--- config.mk ---
export PLATFORM = sky130hd
export DESIGN_NAME = ser_status_event_reporting
export DESIGN_NICKNAME = d
export VERILOG_FILES = /design/src/ser_pkg.sv /design/src/ser_bin_to_dec.sv /design/src/ser_dec_to_bin.sv /design/src/ser_status_event_reporting.sv
export SDC_FILE = /design/constraint.sdc
export NUM_CORES = 1
export LEC_CHECK = 0
export ABC_AREA = 1
export BUFFER_PORTS_ARGS = -buffer_cell sky130_fd_sc_hd__buf_2
export CAP_MARGIN = 20
export CORE_MARGIN = 5
export CORE_UTILIZATION = 35
export DETAILED_ROUTE_END_ITERATION = 10
export PLACE_DENSITY = 0.51
export SYNTH_ARGS = -nofsm -noshare
export SYNTH_HDL_FRONTEND = slang
export SYNTH_SLANG_ARGS = --single-unit
--- constraint.sdc ---
create_clock -name sys_clk -period 5.73 [get_ports sys_clk]
set_clock_uncertainty 0.15 [all_clocks]
set_input_delay 0.2865 -clock sys_clk [delete_from_list [all_inputs] [get_ports sys_clk]]
set_output_delay 0.2865 -clock sys_clk [all_outputs]
set_load 0.1 [all_outputs]
--- src/ser_pkg.sv ---
// package of constants, commands and bit layouts for status event reporting
// =====================================================================
// What this block does
// RULE_01 - queries answer with the decimal weighted sum
// RULE_02 - only enable registers accept host writes
// RULE_03 - decimal write loads matching binary bits
// RULE_04 - condition register follows live inputs, never cleared
// RULE_05 - standard event query returns then clears
// RULE_06 - clear-status clears both event registers together
// RULE_07 - reset clears events, enables and status byte
// RULE_08 - writing zero clears an enable register
// RULE_09 - status byte only clears via event registers; bit four follows msgAvailable and clears when it drops
// RULE_10 - reading standard events drops summary bit five
// RULE_11 - standard mask command; enabled events set summary
// RULE_12 - standard bit seven marks power-on transition
// RULE_13 - standard bit five flags uninterpretable commands
// RULE_14 - standard bit four flags execution errors
// RULE_15 - standard bit two flags lost response data
// RULE_16 - bit zero sets when pending work finishes
// RULE_17 - operation mask, event and condition queries
// RULE_18 - operation bit seven: processor link failure
// RULE_19 - operation bit six: calibration missing or corrupt
// RULE_20 - operation bit five: tuning not running
// RULE_21 - bit four new reading, bit one overrange
// RULE_22 - bit zero: alarm while alarm display on
// RULE_23 - event bits latch until query or clear
// RULE_24 - summary is OR of event AND enable
// RULE_25 - operation summary bit seven, standard summary five
// RULE_26 - enabled summary sets bit six and service request
// RULE_27 - unused bits read zero, ignore writes
package ser_pkg;

  typedef enum logic [3:0] {
    SER_CMD_CLS,
    SER_CMD_OPC,
    SER_CMD_STD_MASK_WR,
    SER_CMD_STD_MASK_RD,
    SER_CMD_STD_EVENT_RD,
    SER_CMD_SRQ_MASK_WR,
    SER_CMD_SRQ_MASK_RD,
    SER_CMD_STB_RD,
    SER_CMD_OP_MASK_WR,
    SER_CMD_OP_MASK_RD,
    SER_CMD_OP_EVENT_RD,
    SER_CMD_OP_COND_RD
  } ser_cmd_t;

  // =====================================================================
  // standard event register bits
  localparam int SER_STD_PON    = 7;
  localparam int SER_STD_CMDERR = 5;
  localparam int SER_STD_EXEERR = 4;
  localparam int SER_STD_QRYERR = 2;
  localparam int SER_STD_OPDONE = 0;
  localparam logic [7:0] SER_STD_USED = 8'hb5;

  // =====================================================================
  // operation register bits
  localparam int SER_OP_COMM     = 7;
  localparam int SER_OP_CAL      = 6;
  localparam int SER_OP_TUNE     = 5;
  localparam int SER_OP_READING  = 4;
  localparam int SER_OP_OVERLOAD = 1;
  localparam int SER_OP_ALARM    = 0;
  localparam logic [7:0] SER_OP_USED = 8'hf3;

  // =====================================================================
  // status byte bits
  localparam int SER_STB_OSB = 7;
  localparam int SER_STB_MSS = 6;
  localparam int SER_STB_ESB = 5;
  localparam int SER_STB_MAV = 4;
  localparam logic [7:0] SER_SRQ_USED = 8'hb0;

  // =====================================================================
  // reset values
  localparam logic [7:0] SER_REG_RESET = 8'h00;
  localparam logic       SER_PON_RESET = 1'b1;

endpackage

--- src/ser_bin_to_dec.sv ---
// binary byte to three decimal digits for query answers
`timescale 1ns/1ps
module ser_bin_to_dec
  import ser_pkg::*;
(
  input  wire logic [7:0]  value,
  output logic      [11:0] digits
);

  logic [7:0] hundreds;
  logic [7:0] rest;
  logic [7:0] tens;
  logic [7:0] units;

  // constant divisors keep this a small combinational tree
  always_comb begin
    hundreds = value / 8'h64;
    rest     = value - 8'((hundreds * 8'h64));
    tens     = rest / 8'h0a;
    units    = rest - 8'((tens * 8'h0a));
    digits   = {hundreds[3:0], tens[3:0], units[3:0]};
  end

endmodule

--- src/ser_dec_to_bin.sv ---
// three decimal digits to a byte, flagging bad digits or overrange
`timescale 1ns/1ps
module ser_dec_to_bin
  import ser_pkg::*;
(
  input  wire logic [11:0] digits,
  output logic      [7:0]  value,
  output logic             bad
);

  logic [9:0] sum;

  always_comb begin
    sum   = 10'(digits[11:8]) * 10'h064 + 10'(digits[7:4]) * 10'h00a
            + 10'(digits[3:0]);
    value = sum[7:0];
    bad   = (digits[11:8] > 4'h9) || (digits[7:4] > 4'h9) ||
            (digits[3:0] > 4'h9) || (sum > 10'h0ff);
  end

endmodule

--- src/ser_status_event_reporting.sv ---
// status byte, standard event and operation register sets with service request
`timescale 1ns/1ps
module ser_status_event_reporting
  import ser_pkg::*;
(
  input  wire logic        sys_clk,
  input  wire logic        rst,
  input  wire logic        cmdValid,
  input  wire ser_cmd_t    cmdCode,
  input  wire logic [11:0] cmdDigits,
  output logic             respValid,
  output logic      [11:0] respDigits,
  input  wire logic        commandError,
  input  wire logic        executionError,
  input  wire logic        queryError,
  input  wire logic        operationsPending,
  input  wire logic        procCommFail,
  input  wire logic        calFault,
  input  wire logic        tuningIdle,
  input  wire logic        newReading,
  input  wire logic        sensorOverrange,
  input  wire logic        alarmActive,
  input  wire logic        alarmDisplayOn,
  input  wire logic        msgAvailable,
  input  wire logic        serialPoll,
  output logic      [7:0]  statusByte,
  output logic      [7:0]  pollByte,
  output logic             srq
);

  // =====================================================================
  // state
  logic [7:0] stdEvents;
  logic [7:0] stdMask;
  logic [7:0] opEvents;
  logic [7:0] opMask;
  logic [7:0] srqMask;
  logic [7:0] opCondition;
  logic [7:0] respValue;
  logic [7:0] writeValue;
  logic       writeBad;
  logic       ponPending;
  logic       opcArmed;
  logic       mss;
  logic       mssLast;
  logic       rqs;
  logic [7:0] next_stdSet;
  logic [7:0] next_summaryByte;
  logic       clrStd;
  logic       clrOp;
  logic       isWrite;

  function automatic logic cmd_is(input logic v, input ser_cmd_t c, input ser_cmd_t want);
    return v && (c == want);
  endfunction

  ser_dec_to_bin u_dec_to_bin (
    .digits (cmdDigits),
    .value  (writeValue),
    .bad    (writeBad)
  );

  ser_bin_to_dec u_bin_to_dec (
    .value  (respValue),
    .digits (respDigits)
  );

  // =====================================================================
  // condition register, a live view of the instrument
  always_comb begin
    opCondition                   = SER_REG_RESET; // RULE_27
    opCondition[SER_OP_COMM]      = procCommFail; // RULE_04 RULE_18
    opCondition[SER_OP_CAL]       = calFault; // RULE_19
    opCondition[SER_OP_TUNE]      = tuningIdle; // RULE_20
    opCondition[SER_OP_READING]   = newReading; // RULE_21
    opCondition[SER_OP_OVERLOAD]  = sensorOverrange; // RULE_21
    opCondition[SER_OP_ALARM]     = alarmActive && alarmDisplayOn; // RULE_22
  end

  // =====================================================================
  // command decode
  always_comb begin
    clrStd  = cmd_is(cmdValid, cmdCode, SER_CMD_STD_EVENT_RD) ||
              cmd_is(cmdValid, cmdCode, SER_CMD_CLS); // RULE_05 RULE_06
    clrOp   = cmd_is(cmdValid, cmdCode, SER_CMD_OP_EVENT_RD) ||
              cmd_is(cmdValid, cmdCode, SER_CMD_CLS); // RULE_06 RULE_17
    isWrite = cmd_is(cmdValid, cmdCode, SER_CMD_STD_MASK_WR) ||
              cmd_is(cmdValid, cmdCode, SER_CMD_SRQ_MASK_WR) ||
              cmd_is(cmdValid, cmdCode, SER_CMD_OP_MASK_WR);
  end

  // an out-of-range write value counts as an execution error
  always_comb begin
    next_stdSet                 = SER_REG_RESET;
    next_stdSet[SER_STD_PON]    = ponPending; // RULE_12
    next_stdSet[SER_STD_CMDERR] = commandError; // RULE_13
    next_stdSet[SER_STD_EXEERR] = executionError || (isWrite && writeBad); // RULE_14
    next_stdSet[SER_STD_QRYERR] = queryError; // RULE_15
    next_stdSet[SER_STD_OPDONE] = opcArmed && !operationsPending; // RULE_16
  end

  // =====================================================================
  // power-on marker: caught on the first edge after reset release
  always_ff @(posedge sys_clk or posedge rst) begin
    if (rst) begin
      ponPending <= SER_PON_RESET;
    end else begin
      ponPending <= 1'b0;
    end
  end

  // operation-complete arming; finished work or clear-status disarms this
  always_ff @(posedge sys_clk or posedge rst) begin
    if (rst) begin
      opcArmed <= 1'b0;
    end else if (cmd_is(cmdValid, cmdCode, SER_CMD_OPC)) begin
      opcArmed <= 1'b1; // RULE_16
    end else if (opcArmed && !operationsPending) begin
      opcArmed <= 1'b0;
    end else if (cmd_is(cmdValid, cmdCode, SER_CMD_CLS)) begin
      opcArmed <= 1'b0;
    end
  end

  // =====================================================================
  // event registers: set wins over a clear in the same cycle
  always_ff @(posedge sys_clk or posedge rst) begin
    if (rst) begin
      stdEvents <= SER_REG_RESET; // RULE_07
    end else if (clrStd) begin
      stdEvents <= next_stdSet & SER_STD_USED; // RULE_05 RULE_06
    end else begin
      stdEvents <= (stdEvents | next_stdSet) & SER_STD_USED; // RULE_23 RULE_27
    end
  end

  // level-sensitive: a condition still present re-sets its bit after a clear
  always_ff @(posedge sys_clk or posedge rst) begin
    if (rst) begin
      opEvents <= SER_REG_RESET; // RULE_07
    end else if (clrOp) begin
      opEvents <= opCondition & SER_OP_USED; // RULE_06 RULE_17
    end else begin
      opEvents <= (opEvents | opCondition) & SER_OP_USED; // RULE_23 RULE_27
    end
  end

  // =====================================================================
  // enable registers, the only host-writable state
  always_ff @(posedge sys_clk or posedge rst) begin
    if (rst) begin
      stdMask <= SER_REG_RESET; // RULE_07
      opMask  <= SER_REG_RESET;
      srqMask <= SER_REG_RESET;
    end else if (!writeBad) begin
      if (cmd_is(cmdValid, cmdCode, SER_CMD_STD_MASK_WR)) begin
        stdMask <= writeValue & SER_STD_USED; // RULE_02 RULE_03 RULE_08 RULE_11
      end else if (cmd_is(cmdValid, cmdCode, SER_CMD_OP_MASK_WR)) begin
        opMask <= writeValue & SER_OP_USED; // RULE_03 RULE_08 RULE_17
      end else if (cmd_is(cmdValid, cmdCode, SER_CMD_SRQ_MASK_WR)) begin
        srqMask <= writeValue & SER_SRQ_USED; // RULE_03 RULE_08 RULE_27
      end
    end
  end

  // =====================================================================
  // query answers, one cycle after the command
  always_ff @(posedge sys_clk or posedge rst) begin
    if (rst) begin
      respValid <= 1'b0;
      respValue <= SER_REG_RESET;
    end else begin
      respValid <= 1'b0;
      if (cmdValid) begin
        respValid <= 1'b1;
        case (cmdCode)
          SER_CMD_STD_MASK_RD:  respValue <= stdMask; // RULE_11
          SER_CMD_STD_EVENT_RD: respValue <= stdEvents; // RULE_01 RULE_05
          SER_CMD_SRQ_MASK_RD:  respValue <= srqMask;
          SER_CMD_STB_RD:       respValue <= statusByte;
          SER_CMD_OP_MASK_RD:   respValue <= opMask; // RULE_17
          SER_CMD_OP_EVENT_RD:  respValue <= opEvents; // RULE_17
          SER_CMD_OP_COND_RD:   respValue <= opCondition; // RULE_04 RULE_17
          default: begin
            respValid <= 1'b0;
          end
        endcase
      end
    end
  end

  // =====================================================================
  // status byte: non-latching summaries, registered for clean outputs
  always_comb begin
    next_summaryByte              = SER_REG_RESET;
    next_summaryByte[SER_STB_OSB] = |(opEvents & opMask); // RULE_24 RULE_25
    next_summaryByte[SER_STB_ESB] = |(stdEvents & stdMask); // RULE_10 RULE_24 RULE_25
    next_summaryByte[SER_STB_MAV] = msgAvailable;
    mss                           = |(next_summaryByte & srqMask); // RULE_26
  end

  always_ff @(posedge sys_clk or posedge rst) begin
    if (rst) begin
      statusByte <= SER_REG_RESET; // RULE_07
      mssLast    <= 1'b0;
    end else begin
      statusByte              <= next_summaryByte; // RULE_09
      statusByte[SER_STB_MSS] <= mss; // RULE_26
      mssLast                 <= mss;
    end
  end

  // request flag: a fresh rise wins over a poll in the same cycle
  always_ff @(posedge sys_clk or posedge rst) begin
    if (rst) begin
      rqs <= 1'b0;
    end else if (mss && !mssLast) begin
      rqs <= 1'b1; // RULE_26
    end else if (serialPoll || !mss) begin
      rqs <= 1'b0;
    end
  end

  always_comb begin
    srq                   = rqs;
    pollByte              = statusByte;
    pollByte[SER_STB_MSS] = rqs;
  end

  // =====================================================================
  // checks
  a_std_read_value: assert property (@(posedge sys_clk) disable iff (rst) // RULE_05
    cmd_is(cmdValid, cmdCode, SER_CMD_STD_EVENT_RD) |=> respValid && respValue == $past(stdEvents))
    else $error("standard event query returned the wrong value");

  a_std_read_clear: assert property (@(posedge sys_clk) disable iff (rst) // RULE_05
    clrStd && next_stdSet == 8'h00 |=> stdEvents == 8'h00)
    else $error("standard event register not cleared by query");

  a_cls_both_clear: assert property (@(posedge sys_clk) disable iff (rst) // RULE_06
    cmd_is(cmdValid, cmdCode, SER_CMD_CLS) && next_stdSet == 8'h00 && opCondition == 8'h00
    |=> stdEvents == 8'h00 && opEvents == 8'h00 ##1 statusByte[SER_STB_ESB] == 1'b0)
    else $error("clear-status left an event or summary bit set");

  a_event_latch_hold: assert property (@(posedge sys_clk) disable iff (rst) // RULE_23
    !clrStd && !clrOp |=> (stdEvents & $past(stdEvents)) == $past(stdEvents) &&
    (opEvents & $past(opEvents)) == $past(opEvents))
    else $error("event bit dropped without a clear");

  a_cond_live: assert property (@(posedge sys_clk) disable iff (rst) // RULE_04
    cmd_is(cmdValid, cmdCode, SER_CMD_OP_COND_RD) |=> respValue ==
    $past({procCommFail, calFault, tuningIdle, newReading, 2'b00, sensorOverrange,
    alarmActive && alarmDisplayOn}))
    else $error("condition query not live");

  a_mask_write: assert property (@(posedge sys_clk) disable iff (rst) // RULE_03
    cmd_is(cmdValid, cmdCode, SER_CMD_STD_MASK_WR) && !writeBad
    |=> stdMask == ($past(writeValue) & SER_STD_USED))
    else $error("standard mask not loaded from decimal write");

  a_summary_bits: assert property (@(posedge sys_clk) disable iff (rst) // RULE_24
    1'b1 |=> statusByte[SER_STB_ESB] == $past(|(stdEvents & stdMask)) &&
    statusByte[SER_STB_OSB] == $past(|(opEvents & opMask)))
    else $error("summary bit does not follow enabled events");

  a_srq_raise: assert property (@(posedge sys_clk) disable iff (rst) // RULE_26
    mss && !mssLast |=> srq && statusByte[SER_STB_MSS])
    else $error("service request not raised on new summary");

  a_poll_clears_rqs: assert property (@(posedge sys_clk) disable iff (rst) // RULE_26
    serialPoll && !(mss && !mssLast) |=> !srq)
    else $error("serial poll did not clear the request");

  a_power_on_bit: assert property (@(posedge sys_clk) disable iff (rst) // RULE_12
    ponPending |=> stdEvents[SER_STD_PON])
    else $error("power-on bit not set after reset release");

  a_opc_done: assert property (@(posedge sys_clk) disable iff (rst) // RULE_16
    opcArmed && !operationsPending && !cmd_is(cmdValid, cmdCode, SER_CMD_OPC)
    |=> stdEvents[SER_STD_OPDONE] && !opcArmed)
    else $error("operation-complete bit not set when work finished");

endmodule

---- Yosys cells after proc, flatten, opt, wreduce, memory -nomap -nowiden ----
Cells that the tools add are included.
storage, ports and cells
  flip-flop bits (word level) ............. 47
  input port bits ......................... 32
  output and inout bits ................... 30
  logic and storage cells ................. 90
operators by class
  add/subtract/negate cells ............... 4
  $mul .................................... 4
  div/mod/pow operators ................... 2
  order comparisons ....................... 4
  eq/ne operators ......................... 11
  muxes and demuxes ....................... 10
  bitwise operators ....................... 8
  reductions and logical operators ........ 35
operator list
  operator                                                               number
  8-bit one-hot mux with 7 select lines                                  1
  8-bit AND                                                              3
  8-bit OR reduction                                                     3
  4-bit by 3-bit == test with 1-bit output, second input constant        4
  4-bit == test, second input constant                                   4
  8-bit two-way mux                                                      2
  8-bit OR                                                               2
  4-bit > comparator, second input constant                              3
  1-bit logical AND                                                      11
  10-bit by 4-bit adder with 10-bit output                               1
  10-bit by 8-bit adder with 10-bit output                               1
  10-bit by 8-bit > comparator with 1-bit output, second input constant  1
  1-bit logical OR                                                       9
  8-bit by 4-bit divider with 8-bit output, second input constant        1
  8-bit by 7-bit divider with 8-bit output, second input constant        1
  4-bit by 2-bit == test with 1-bit output, second input constant        2
  4-bit by 5-bit multiplier with 8-bit output, second input constant     1
  8-bit by 3-bit multiplier with 3-bit output, second input constant     1
  8-bit by 5-bit multiplier with 6-bit output, second input constant     1
  8-bit subtractor                                                       1
  4-bit by 3-bit multiplier with 7-bit output, second input constant     1
  1-bit two-way mux                                                      7
  7-bit nonzero test                                                     1
  7-bit OR reduction                                                     1
  other kinds (10)                                                       15

---- Logic depth before layout (Yosys ltp) ----
  depth in word-level cells ............... 9
  gate-level depth with buffers ........... 35
  gate-level depth less buffers ........... 35

---- Modules after synthesis ----
A second synthesis with hierarchy kept.
unflattened totals
  cell total of the unflattened synthesis .. 521
  area, all modules ....................... 3,819.9 µm²
by module, submodules not included
  module                      instances  cells an instance  area an instance (µm²)  seq. area each (µm²)
  ser_status_event_reporting  1          269                2,134.5                 1,002.2
  ser_bin_to_dec              1          135                863.3                   0.0
  ser_dec_to_bin              1          117                822.0                   0.0

---- Worst setup path after synthesis ----
No wires, ideal clock.
  kind .................................... flip-flop to output port
  start point ............................. register respValue[4]
  end point ............................... output respDigits[3]
  data arrival time ....................... 8.474 ns
  required time ........................... 5.293 ns
  setup slack ............................. -3.181 ns
  stages on the path, launching flop included .. 33
  buffers on the path ..................... 0
  cells stage by stage .................... dfrtp_1 inv_2 a21oi_1 a21oi_1 inv_1 ha_1 ha_1 nand2_1 clkinv_1 nand3_1 nand2_1 nand2_2 nand2_4 a21oi_1 nand2_2 nand2_4 nand2_2 nand3_2 nand2_2 nand2_2 a21oi_4 nand2_2 nand2_2 nand2_2 nand2_2 nand2_2 ha_1 inv_1 fa_1 xor2_1 inv_1 nand2_1 nand2_1
on the way
  longest elaborated chain between the ends .. 6
RTL lines
  item                                         RTL line                           source
  from (decl)                                  ser_status_event_reporting.sv:39   logic [7:0] respValue;
  from (signal assigned)                       ser_status_event_reporting.sv:177  SER_CMD_STD_MASK_RD: respValue <= stdMask;
  from (signal assigned)                       ser_status_event_reporting.sv:178  SER_CMD_STD_EVENT_RD: respValue <= stdEvents;
  from (signal assigned)                       ser_status_event_reporting.sv:179  SER_CMD_SRQ_MASK_RD: respValue <= srqMask;
  8-bit by 7-bit divider with 8-bit output     ser_bin_to_dec.sv:17               hundreds = value / 8'h64;
  via respDigits[9]                            ser_status_event_reporting.sv:12   output logic [11:0] respDigits,
  8-bit by 5-bit multiplier with 6-bit output  ser_bin_to_dec.sv:18               rest = value - 8'((hundreds * 8'h64));
  8-bit subtractor                             ser_bin_to_dec.sv:18
  8-bit by 4-bit divider with 8-bit output     ser_bin_to_dec.sv:19               tens = rest / 8'h0a;
  via respDigits[6]                            ser_status_event_reporting.sv:12
  8-bit by 3-bit multiplier with 3-bit output  ser_bin_to_dec.sv:20               units = rest - 8'((tens * 8'h0a));
  4-bit subtractor                             ser_bin_to_dec.sv:20
  to (decl)                                    ser_status_event_reporting.sv:12
The timed path passes the listed nets, and every way through them passes these cells.

---- Worst setup path in the final report ----
  start point ............................. register respValue[4]
  end point ............................... output respDigits[2]
on the way
  longest elaborated chain between the ends .. 6
RTL lines
  item                                         RTL line
  8-bit by 7-bit divider with 8-bit output     ser_bin_to_dec.sv:17
  8-bit by 5-bit multiplier with 6-bit output  ser_bin_to_dec.sv:18
  8-bit subtractor (*)                         ser_bin_to_dec.sv:18
  8-bit by 4-bit divider with 8-bit output     ser_bin_to_dec.sv:19
  8-bit by 3-bit multiplier with 3-bit output  ser_bin_to_dec.sv:20
  4-bit subtractor (*)                         ser_bin_to_dec.sv:20
Mark *: on every way between the ends. The rest lies on a longest branch, timed or not.

==> qor.yml <==
status: "finished, final reports clean"
tightest_slew_ns: 1.011
crit_top_cell: "nand2_2"
fmaxAchievable_ghz: 0.1923
via_count: 2793
clock_path_buffers: 2
io_pins: 62
synth_enable_flop_cells: 0
die_height_um: 107.0
async_flop_share_pct: 100.0
die_w_um: 107.0
synthCells: 425
yosysUniqueCellTypes: 41
ant_nets: 0
hold_path_class: "in2reg"
start_util_pct: 35.82
max_slew_margin_pct: 32.59
syn_area_um2: 3294
dpl.hpwl_mm: 6.453
dpl.cell_count: 581
htreeDepth: 2
dr.pass1.iters: 4
areaGrowthSynthToFinish_pct: 16.98
syn_area_per_cell_um2: 7.752
grt_pass1_vias: 2836
fin_cells: 591
coreArea_um2: 9196
crit_arrival_ns: 4.76
timing.final.crit_share_pct: 90.75
hold_viol: 0
ys_seq_area_share_pct: 30.42
n_fill_cell: 992
die_area_um2: 11450
cts_sinks: 40
drv_cap: 0
post_drt_wl_per_cell_um: 13.10
cts_tree: "done"
criticalPathCategory: "reg2out"
grt_setup_unrepaired: "false"
final_layout_size_suffix_gt1_share_pct: 20.42
fin_crit_ns: 5.200
root_buffer: "clkbuf_8"
grtUsageTotal_pct: 14.22
crit_slowest_cell: "fa_2"
grt_max_degree: 41
drtIter0Drc: 123
antenna_found_initial: 0
routabilityCongestion: 0.7863
synth-seq-cells: 40
fin_tns_setup_ns: 0
numCtsBuffers: 5
grt_remaining_overflow: 0
required_ns: 5.29
drc_errors: 0
critical-path-max-stage-delay_ns: 0.52
vias_per_cell: 4.726
rows: 35
grt_pass1_wl_mm: 13.26
endpoint_kind: "primary output"
setup_viol: 0
io_buffers: 51
synth_flop_cell: "dfrtp_1"
fin_nets: 551
insertion_delay_ns: 0.30
yosysWarnings: 0
crit_fanout: 6
drt-total-wl_mm: 7.744
path_clk_slew_ns: 0.09
diodes: 0
start_kind: "flip-flop"
whs_ns: 0.03138
drv_slew: 0
critical path: cells and delay by family, from the launching register on:
family	cells	cell delay, ns
DFF	1	0.45
AOI/OAI and AO/OA	2	0.25
adders and majority gates	4	1.20
and+or+nand+nor	21	1.85
buffers and inverters	4	0.69
metrics by stage:
stage | util [%] | instance area (um^2) | worst slack [ns]
floorplan | - | 3438 | 0.03182
global placement | 40.41 | 3716 | 0.7720
detailed placement | 40.41 | 3716 | 0.6495
CTS | 41.84 | 3847 | 0.2973
global route | 41.90 | 3854 | 0.05537
finish | 41.90 | 3854 | 0.5302
metal layers:
metal	GRT usage (%)	share of wire, %
met5	0	0
met4	3.014	1.0
met1	19.58	49
met3	1.987	4.1
met2	23.73	46
flip-flops by register name, summed over array words and instances (netlist names), 3 cells and up:
| name | flops |
|---|---|
| respValue | 7 |
| opEvents | 6 |
| opMask | 6 |
| stdEvents | 5 |
| stdMask | 5 |
| statusByte | 4 |
| srqMask | 3 |
Yosys cell counts, types with 3 or more instances:
| cell | count | area, um^2 |
|---|---|---|
| buf_4 | 16 | 120.1 |
| nand3_1 | 14 | 70.07 |
| o211ai_1 | 3 | 22.52 |
| o21ai_0 | 29 | 145.1 |
| nand3_2 | 5 | 50.05 |
| o22ai_1 | 13 | 81.33 |
| o21bai_1 | 6 | 45.04 |
| ha_1 | 34 | 425.4 |
| o221ai_1 | 3 | 26.28 |
| inv_1 | 89 | 334.1 |
| dfrtp_1 | 39 | 975.9 |
| nand2_2 | 14 | 87.58 |
| xor2_1 | 8 | 70.07 |
| xnor2_1 | 4 | 35.03 |
| nor3_1 | 3 | 15.01 |
| nand2_1 | 64 | 240.2 |
| a21oi_1 | 19 | 95.09 |
| fa_1 | 6 | 120.1 |
| nor2_1 | 29 | 108.9 |
cells in the final DEF, fill, tap and decap left out, types with 4 or more instances in the layout:
| cell type | n |
|---|---|
| o21ai_0 | 29 |
| xor2_1 | 8 |
| nor2_1 | 29 |
| buf_2 | 50 |
| a21oi_1 | 16 |
| o21bai_1 | 6 |
| nand3_2 | 5 |
| o22ai_1 | 13 |
| nand2_1 | 63 |
| conb_1 | 11 |
| clkbuf_8 | 5 |
| dfrtp_1 | 39 |
| xnor2_1 | 4 |
| fa_1 | 5 |
| nand2_8 | 4 |
| inv_1 | 88 |
| nand3_1 | 14 |
| nand2_2 | 10 |
| ha_1 | 32 |
worst paths after layout:
| check | from | end | slack (ns) | cells past startpoint |
|---|---|---|---|---|
| min in group asynchronous | rst | opEvents[4] | 0.51 | 4 |
| worst max register to register | statusByte[7] | respValue[7] | 4.24 | 3 |
| worst min-delay path | operationsPending | stdEvents[0] | 0.03 | 2 |
| max in group asynchronous | rst | ponPending | 4.54 | 4 |
| worst max-delay path | respValue[4] | respDigits[2] | 0.53 | 31 |
| worst min register to register | opMask[1] | opMask[1] | 0.35 | 2 |
repair_timing:
action                                  4_1_cts  5_1_grt
endpoints found under the setup margin        0        1
setup buffers                                 0        0
hold buffers                                  2        0
endpoints found under the hold margin        40        0
gates resized for setup                       0        3
final cells by class:
| type | instances | area (um^2) | area share [%] |
|---|---|---|---|
| Clock buffer | 5 | 68.82 | 1.786 |
| Clock inverter | 3 | 42.54 | 1.104 |
| Inverter | 92 | 345.3 | 8.961 |
| Multi-Input combinational cell | 286 | 1967 | 51.04 |
| Sequential cell | 40 | 1002 | 26.01 |
| Tap cell | 111 | 138.9 | 3.604 |
| Timing Repair Buffer | 54 | 289.0 | 7.500 |
kinds of logic after synthesis:
logic type | count (synthesis) | synth area share (%)
compound gates | 85 | 15.84
xor+xnor | 12 | 3.190
fa+ha+maj | 40 | 16.56
buf+inv | 109 | 14.24
flops | 40 | 30.42
mux | 2 | 0.6456
other cells | 1 | 0.1138
simple gates | 136 | 18.99
Power is not shown: default switching activity piles up to over one toggle a cycle in this logic, so the estimate is an artifact.
